**src/scirq_consts.svh**
```systemverilog
/*
  Constants for the select code and interrupt level configuration block.
  Assumes inclusion by bare name from the package and the design files.
*/
`ifndef SCIRQ_CONSTS_SVH
`define SCIRQ_CONSTS_SVH

// Switch pack layout
`define SCIRQ_SW_W          8
`define SCIRQ_SEL_MSB       4
`define SCIRQ_SEL_LSB       0
`define SCIRQ_LVL_MSB       6
`define SCIRQ_LVL_LSB       5
`define SCIRQ_SEL_W         5
`define SCIRQ_ADDR_W        8
// Factory settings: select code 20, level switches 00
`define SCIRQ_SEL_DEFAULT   5'h14
`define SCIRQ_LVL_DEFAULT   2'h0
// Interrupt lines for levels 3 to 6
`define SCIRQ_NUM_LINES     4
`define SCIRQ_LINE_W        4
// Self-test
`define SCIRQ_TEST_CYCLES   8'h10
`define SCIRQ_TEST_CNT_W    8

`endif

```
**src/scirq_pkg.sv**
```systemverilog
/*
  Types for the select code and interrupt level configuration block.
  Assumes the constants header is on the include path.
*/
`default_nettype none
`include "scirq_consts.svh"

package scirq_pkg;
  // Self-test sequencer, Gray coded from RESET to TEST to PASS; TEST to FAIL flips both bits
  typedef enum logic [1:0] {
    SCIRQ_ST_RESET = 2'b00,
    SCIRQ_ST_TEST  = 2'b01,
    SCIRQ_ST_PASS  = 2'b11,
    SCIRQ_ST_FAIL  = 2'b10
  } scirq_state_t;
endpackage

`default_nettype wire

```
**src/scirq_cfg_if.sv**
```systemverilog
/*
  Carrier between the configuration capture and the top module.
  Assumes one clock domain; no clocking block.
*/
`timescale 1ns/1ps
`default_nettype none
`include "scirq_consts.svh"

interface scirq_cfg_if;
  logic [`SCIRQ_SEL_W-1:0] sel_code;
  logic [1:0]              irq_level;
  logic                    cfg_valid;
  modport cap (output sel_code, output irq_level, output cfg_valid);
  modport use_side (input sel_code, input irq_level, input cfg_valid);
endinterface

`default_nettype wire

```
**src/scirq_top.sv**
```systemverilog
/*
  Select code recognition, interrupt line decode and power-on self-test.
  Assumes host address and strobe come from the backplane (asynchronous),
  and interrupt enable, request and self-test result come from card logic
  on mclk.
*/
`timescale 1ns/1ps
`default_nettype none
`include "scirq_consts.svh"

module scirq_top
  import scirq_pkg::*;
(
  // Clock and reset
  input  wire logic                     mclk,
  input  wire logic                     rst_n,
  // Switches
  input  wire logic [`SCIRQ_SW_W-1:0]   config_switch_pack,
  // Host bus
  input  wire logic [`SCIRQ_ADDR_W-1:0] host_addr_upper,
  input  wire logic                     host_address_strobe,
  output logic                          addressed_ack,
  // Card-side interrupt control
  input  wire logic                     irq_enable,
  input  wire logic                     irq_request,
  // Interrupt request lines, levels 3..6
  output logic                          irq_line_lowest,
  output logic                          irq_line_4,
  output logic                          irq_line_5,
  output logic                          irq_line_highest,
  // Self-test
  input  wire logic                     selftest_error,
  output logic                          selftest_done,
  output logic                          card_failed
);
  scirq_cfg_if cfg ();

  scirq_switch_capture u_cap (
    .mclk               (mclk),
    .rst_n              (rst_n),
    .config_switch_pack (config_switch_pack),
    .cfg                (cfg.cap)
  );

  // Three-stage sync of host address and strobe (8 + 1 bits).
  // The ack therefore lags the pins by four cycles; a host that drops
  // strobe after fewer than two cycles is never acknowledged.
  localparam int unsigned HW = `SCIRQ_ADDR_W + 1;
  logic [HW-1:0] h1_q, h2_q, h3_q, h1_d, h2_d, h3_d;
  logic          ack_q, ack_d;
  logic [HW-1:0] host_s;

  // Compare only once stages agree, so a moving address is ignored
  always_comb begin
    h1_d   = {host_address_strobe, host_addr_upper};
    h2_d   = h1_q;
    h3_d   = h2_q;
    host_s = h3_q;
    ack_d  = 1'b0;
    if ((h2_q == h3_q) && host_s[HW-1] && cfg.cfg_valid &&
        (host_s[`SCIRQ_SEL_W-1:0] == cfg.sel_code) &&
        (host_s[`SCIRQ_ADDR_W-1:`SCIRQ_SEL_W] == '0)) begin
      ack_d = 1'b1;
    end
  end

  always_ff @(posedge mclk or negedge rst_n) begin
    if (!rst_n) begin
      h1_q  <= '0;
      h2_q  <= '0;
      h3_q  <= '0;
      ack_q <= 1'b0;
    end else begin
      h1_q  <= h1_d;
      h2_q  <= h2_d;
      h3_q  <= h3_d;
      ack_q <= ack_d;
    end
  end

  assign addressed_ack = ack_q;

  // Interrupt line decode; one line per level
  // A failed card keeps every line low so it never asks for service
  logic [`SCIRQ_LINE_W-1:0] lines_q, lines_d;
  always_comb begin
    lines_d = '0;
    if (irq_enable && irq_request && cfg.cfg_valid && !card_failed) begin
      lines_d[cfg.irq_level] = 1'b1;
    end
  end

  always_ff @(posedge mclk or negedge rst_n) begin
    if (!rst_n) begin
      lines_q <= '0;
    end else begin
      lines_q <= lines_d;
    end
  end

  assign irq_line_lowest  = lines_q[0];
  assign irq_line_4       = lines_q[1];
  assign irq_line_5       = lines_q[2];
  assign irq_line_highest = lines_q[3];

  // Self-test: runs a fixed window after reset, an error within the window latches a fail.
  // The test itself is card firmware; this only sequences and reports.
  scirq_state_t st_q, st_d;
  logic [`SCIRQ_TEST_CNT_W-1:0] cnt_q, cnt_d;
  always_comb begin
    st_d  = st_q;
    cnt_d = cnt_q;
    unique case (st_q)
      SCIRQ_ST_RESET: begin
        if (cfg.cfg_valid) begin
          st_d  = SCIRQ_ST_TEST;
          cnt_d = '0;
        end
      end
      SCIRQ_ST_TEST: begin
        if (selftest_error) begin
          st_d = SCIRQ_ST_FAIL;
        end else if (cnt_q == `SCIRQ_TEST_CYCLES - 8'h01) begin
          st_d = SCIRQ_ST_PASS;
        end else begin
          cnt_d = cnt_q + 8'h01;
        end
      end
      SCIRQ_ST_PASS: st_d = SCIRQ_ST_PASS;
      SCIRQ_ST_FAIL: st_d = SCIRQ_ST_FAIL;
    endcase
  end

  always_ff @(posedge mclk or negedge rst_n) begin
    if (!rst_n) begin
      st_q  <= SCIRQ_ST_RESET;
      cnt_q <= '0;
    end else begin
      st_q  <= st_d;
      cnt_q <= cnt_d;
    end
  end

  assign selftest_done = (st_q == SCIRQ_ST_PASS) || (st_q == SCIRQ_ST_FAIL);
  assign card_failed   = (st_q == SCIRQ_ST_FAIL);
endmodule // scirq_top

`default_nettype wire

```
**src/scirq_switch_capture.sv**
```systemverilog
/*
  Switch pack capture: synchronises the static switches and latches them
  once after reset release. Assumes switches are raw pins, not mclk logic.
*/
`timescale 1ns/1ps
`default_nettype none
`include "scirq_consts.svh"

module scirq_switch_capture
  import scirq_pkg::*;
(
  // Clock and reset
  input  wire logic                    mclk,
  input  wire logic                    rst_n,
  // Raw switches
  input  wire logic [`SCIRQ_SW_W-1:0]  config_switch_pack,
  // Captured settings
  scirq_cfg_if.cap                     cfg
);
  logic [`SCIRQ_SW_W-1:0] s1_q, s2_q, s3_q;
  logic [`SCIRQ_SW_W-1:0] s1_d, s2_d, s3_d;
  logic [`SCIRQ_SEL_W-1:0] sel_q, sel_d;
  logic [1:0]              lvl_q, lvl_d;
  logic                    vld_q, vld_d;
  logic [1:0]              fill_q, fill_d;

  // Latch only when stages two and three agree, so a bouncing rocker
  // never lands in the settings; the fill count stops the reset zeros
  // still in the stages from passing as an agreeing switch value
  always_comb begin
    s1_d   = config_switch_pack;
    s2_d   = s1_q;
    s3_d   = s2_q;
    sel_d  = sel_q;
    lvl_d  = lvl_q;
    vld_d  = vld_q;
    fill_d = fill_q;
    if (fill_q != 2'h3) begin
      fill_d = fill_q + 2'h1;
    end
    if (!vld_q && (fill_q == 2'h3) && (s2_q == s3_q)) begin
      sel_d = s3_q[`SCIRQ_SEL_MSB:`SCIRQ_SEL_LSB];
      lvl_d = s3_q[`SCIRQ_LVL_MSB:`SCIRQ_LVL_LSB];
      vld_d = 1'b1;
    end
  end

  // Registers; sel_q and lvl_q reset to the factory settings, the rest to zeros
  always_ff @(posedge mclk or negedge rst_n) begin
    if (!rst_n) begin
      s1_q  <= '0;
      s2_q  <= '0;
      s3_q  <= '0;
      sel_q <= `SCIRQ_SEL_DEFAULT;
      lvl_q <= `SCIRQ_LVL_DEFAULT;
      vld_q <= 1'b0;
      fill_q <= 2'h0;
    end else begin
      s1_q  <= s1_d;
      s2_q  <= s2_d;
      s3_q  <= s3_d;
      sel_q <= sel_d;
      lvl_q <= lvl_d;
      vld_q <= vld_d;
      fill_q <= fill_d;
    end
  end

  assign cfg.sel_code  = sel_q;
  assign cfg.irq_level = lvl_q;
  assign cfg.cfg_valid = vld_q;
endmodule // scirq_switch_capture

`default_nettype wire

```
**config.mk**
```make
export PLATFORM = sky130hd
export DESIGN_NAME = scirq_top
export DESIGN_NICKNAME = d
export VERILOG_FILES = /design/src/scirq_pkg.sv /design/src/scirq_cfg_if.sv /design/src/scirq_top.sv /design/src/scirq_switch_capture.sv
export VERILOG_INCLUDE_DIRS = /design/src /design/src/src
export SDC_FILE = /design/constraint.sdc
export NUM_CORES = 1
export LEC_CHECK = 0
export BUFFER_PORTS_ARGS = -buffer_cell sky130_fd_sc_hd__buf_2
export CAP_MARGIN = 20
export CORE_MARGIN = 2
export CORE_UTILIZATION = 25
export CTS_CLUSTER_DIAMETER = 40
export DETAILED_ROUTE_END_ITERATION = 6
export PLACE_DENSITY = 0.39
export SLEW_MARGIN = 0
export SYNTH_ARGS = -nofsm -noshare
export SYNTH_HDL_FRONTEND = slang
export SYNTH_HIERARCHICAL = 1
export SYNTH_SLANG_ARGS = --single-unit
```
**constraint.sdc**
```tcl
create_clock -name mclk -period 1.3 [get_ports mclk]
set_input_delay 0.195 -clock mclk [delete_from_list [all_inputs] [get_ports mclk]]
set_output_delay 0.195 -clock mclk [all_outputs]
set_load 0.05 [all_outputs]
```
==> reports/qor.yml <==
diodes: 0
hold_class: "in -> reg"
antenna_found_initial: 0
drt_iter0_markers: 45
grt_pass1_vias: 1696
clkPwrFrac_pct: 41.2
worstSetupStartpointType: "flop"
cts-root-buf: "clkbuf_8"
cpPeakStageDelay_ns: 0.39
die-width_um: 105
grt_usage_pct: 9.50
ant_nets: 0
cts_inserted_buffers: 9
fin_ws_ns: -0.210
syn2layout_area_growth_pct: 49.3
finalHoldViolations: 0
clk_pin_slew_worst_paths_ns: 0.08
worst_clock_skew_ns: 0.00991
finalCritPeriodShare_pct: 116
vias: 1635
grt_pass1_wl_um: 8100
power.leakage_nw: 1.72
maxClockFrequency_ghz: 0.662
dp_cells: 359
port_buffers: 28
crit_fanout: 8
grt_max_degree: 33
drive_above_1_share_pct: 48.0
synth_cell_types: 38
ir_drop_mv: 0.612
syn-mean-instance-area_sq_um: 15.0
fin_cells: 407
yosysWarnings: 6
rr_startpoint: "u_cap/s2_q[7]"
crit_buf_inv: 0
core_area_sq_um: 10100
grt_setup_unrepaired: "yes"
ys_ff_latch: 76
cp-end-kind: "flop"
dp_slack_ns: -0.221
cts_num_sinks: 76
ys_seq_area_share_pct: 74.0
setup_viol: 18
cp.arrival_ns: 1.74
dieArea_sq_um: 11100
cts_tree: "done"
layout_min_cycle_time_ns: 1.51
wl_per_cell_um: 11.7
h-tree-depth: 3
p_sw_share_pct: 22.1
min-delay-start: "irq_request"
cp.required_ns: 1.53
netlist_area_sq_um: 2570
cpLargestDelayFamily: "simple AND/OR/NAND/NOR gates"
p_int_w: 0.00380
final_max_slew_viol_count: 0
crit_chain: "xor2_1 -> nor4_2 -> nand3_2 -> mux2_2"
max-slew-margin-rel_pct: 82.3
dp_hpwl_um: 3020
drtPass1Iterations: 4
placed_cell_area_sq_um: 3110
synthCells: 172
violations: "negative setup slack"
route.final.wire_length_um: 4740
remaining_drc_errors: 0
tightest_slew_ns: 0.264
cellPowerDensity_nw_per_um2: 1270
final_net_count: 290
crit_type: "reg -> reg"
dieHeight_um: 105
maxCapViolCount: 0
synth_nets: 196
startpoint: "u_cap/s2_q[7]"
crit_path_top_delay_cell: "dfrtp_1"
status: "finished, violations left"
start_util_pct: 25.4
p_comb_share_pct: 6.1
clockBufferDepth: 2
power_w: 0.00488
switching_power_w: 0.00108
ios: 29
post_drt_via_cell_ratio: 4.02
gp_congestion: 0.697
design_area_sq_um: 3840
grt-ovfl-total: 0
postLayoutCoreUtil_pct: 37.9
power_frac_seq_pct: 52.7
rows: 37
clock_latency_ns: 0.34
-- registers in the layout, indices dropped and copies added, names as in the netlist --
register	cells
u_cap/cfg.cfg_valid	1
u_cap/s2_q	8
u_cap/fill_q	2
h1_q	9
lines_q	4
cnt_q	8
st_q	2
h2_q	9
u_cap/s3_q	8
h3_q	9
addressed_ack	1
u_cap/cfg.sel_code	5
u_cap/cfg.irq_level	2
u_cap/s1_q	8
-- cell usage after synthesis, drive strengths merged --
cell / instances / area share (%)
dfrtp: 74 / 72
a21oi: 8 / 1.6
mux2: 8 / 3.5
xor2: 8 / 2.7
nand2: 7 / 1.3
nand3: 7 / 1.6
and3: 6 / 1.5
nor2: 6 / 0.87
nor3: 5 / 0.97
nor3b: 4 / 1.2
o21ai: 4 / 0.78
or4: 4 / 1.2
inv: 3 / 0.44
nor4: 3 / 0.97
a31oi: 2 / 0.49
dfstp: 2 / 2.0
ha: 2 / 0.97
o211ai: 2 / 1.1
o22ai: 2 / 0.49
o31ai: 2 / 0.58
a2111oi: 1 / 0.34
a41oi: 1 / 0.34
and2b: 1 / 0.29
buf: 1 / 0.44
clkbuf: 1 / 0.15
nand4: 1 / 0.24
nand4b: 1 / 0.34
nor2b: 1 / 0.24
nor4b: 1 / 0.34
or2b: 1 / 0.29
or3: 1 / 0.24
or3b: 1 / 0.34
xnor2: 1 / 0.34
-- layer usage --
metal / share of wire (%) / GRT usage, %
met2: 47 / 15.2
met4: 2.4 / 4.79
met1: 47 / 11.4
met5: 0 / 0
met3: 3.9 / 3.22
-- cells in the final DEF, fill, tap and decap left out, types with 2 or more instances in the layout --
cell type and instances:
a21oi_1 3, o22ai_1 2, dlygate4sd3_1 18, buf_6 8, a21oi_2 4, dfrtp_2 9
buf_2 25, buf_8 2, mux2_2 8, clkinv_4 2, bufinv_16 2, o21ai_1 3
nor3_1 5, nand2_1 6, nor2_1 5, or4_4 3, dfstp_2 2, nor3b_1 2
nor3b_4 2, xor2_1 8, buf_4 29, dfrtp_1 65, nand3_2 2, clkbuf_8 10
buf_12 3, and3_1 5, nand3_1 4, inv_1 2
-- cell families (layout without fill, tap and decap cells) --
logic type               count (synthesis)  in the layout  share of synthesized area (%)
AO/OA/AOI/OAI                           22             22                           5.69
XOR/XNOR                                 9              9                           3.06
adder cells (fa/ha/maj)                  2              2                          0.972
buffers and inverters                    5            104                           1.02
flip-flops                              76             76                           74.0
multiplexers                             8              8                           3.50
AND/OR/NAND/NOR                         50             50                           11.8
-- path summary, 6_finish.rpt --
check	end	slack [ns]	depth (start not counted)
setup / recovery	u_cap/cfg.irq_level[1]	-0.21	4
hold / removal	lines_q[0]	0.11	3
setup reg to reg	u_cap/cfg.irq_level[1]	-0.21	4
hold reg to reg	h2_q[1]	0.35	0
max in group asynchronous	u_cap/cfg.sel_code[4]	0.54	3
min in group asynchronous	lines_q[1]	0.26	2
-- power by group through the flow --
stage | clock network [W] | logic, W | registers (W)
floorplan | 0 | 0.0000858 | 0.00261
global placement | 0 | 0.000257 | 0.00262
detailed placement | 0 | 0.000255 | 0.00262
CTS | 0.00210 | 0.000302 | 0.00258
global route | 0.00219 | 0.000338 | 0.00259
finish | 0.00201 | 0.000300 | 0.00257
-- layout make-up --
cell class	instances	area, sq um
Clock buffer	11	141
Fill cell	949	6290
Tap cell	136	170
Sequential cell	76	1920
Inverter	3	13.8
Clock inverter	5	85.1
Multi-Input combinational cell	91	815
Timing Repair Buffer	85	703
-- worst register-to-register path, cell delays in order, from the launching register on --
cell and delay [ns]:
dfrtp_1 0.39, xor2_1 0.15, nor4_2 0.29, nand3_2 0.23, mux2_2 0.33
-- through the flow --
step	hold WS [ns]	setup TNS [ns]
after floorplan	-0.101	-0.621
after global placement	0.0894	-2.76
after detailed placement	0.0847	-2.61
after CTS	0.0848	-2.23
after global routing	0.109	-3.44
final	0.108	-2.08
-- timing repair --
action,4_1_cts,5_1_grt
resized for setup,33,24
hold buffers,18,0
setup endpoints to repair,20,20
hold endpoints to repair,71,0
setup buffers,10,5
pin swaps,7,10
No activity file was read; power rests on OpenSTA's default activity.
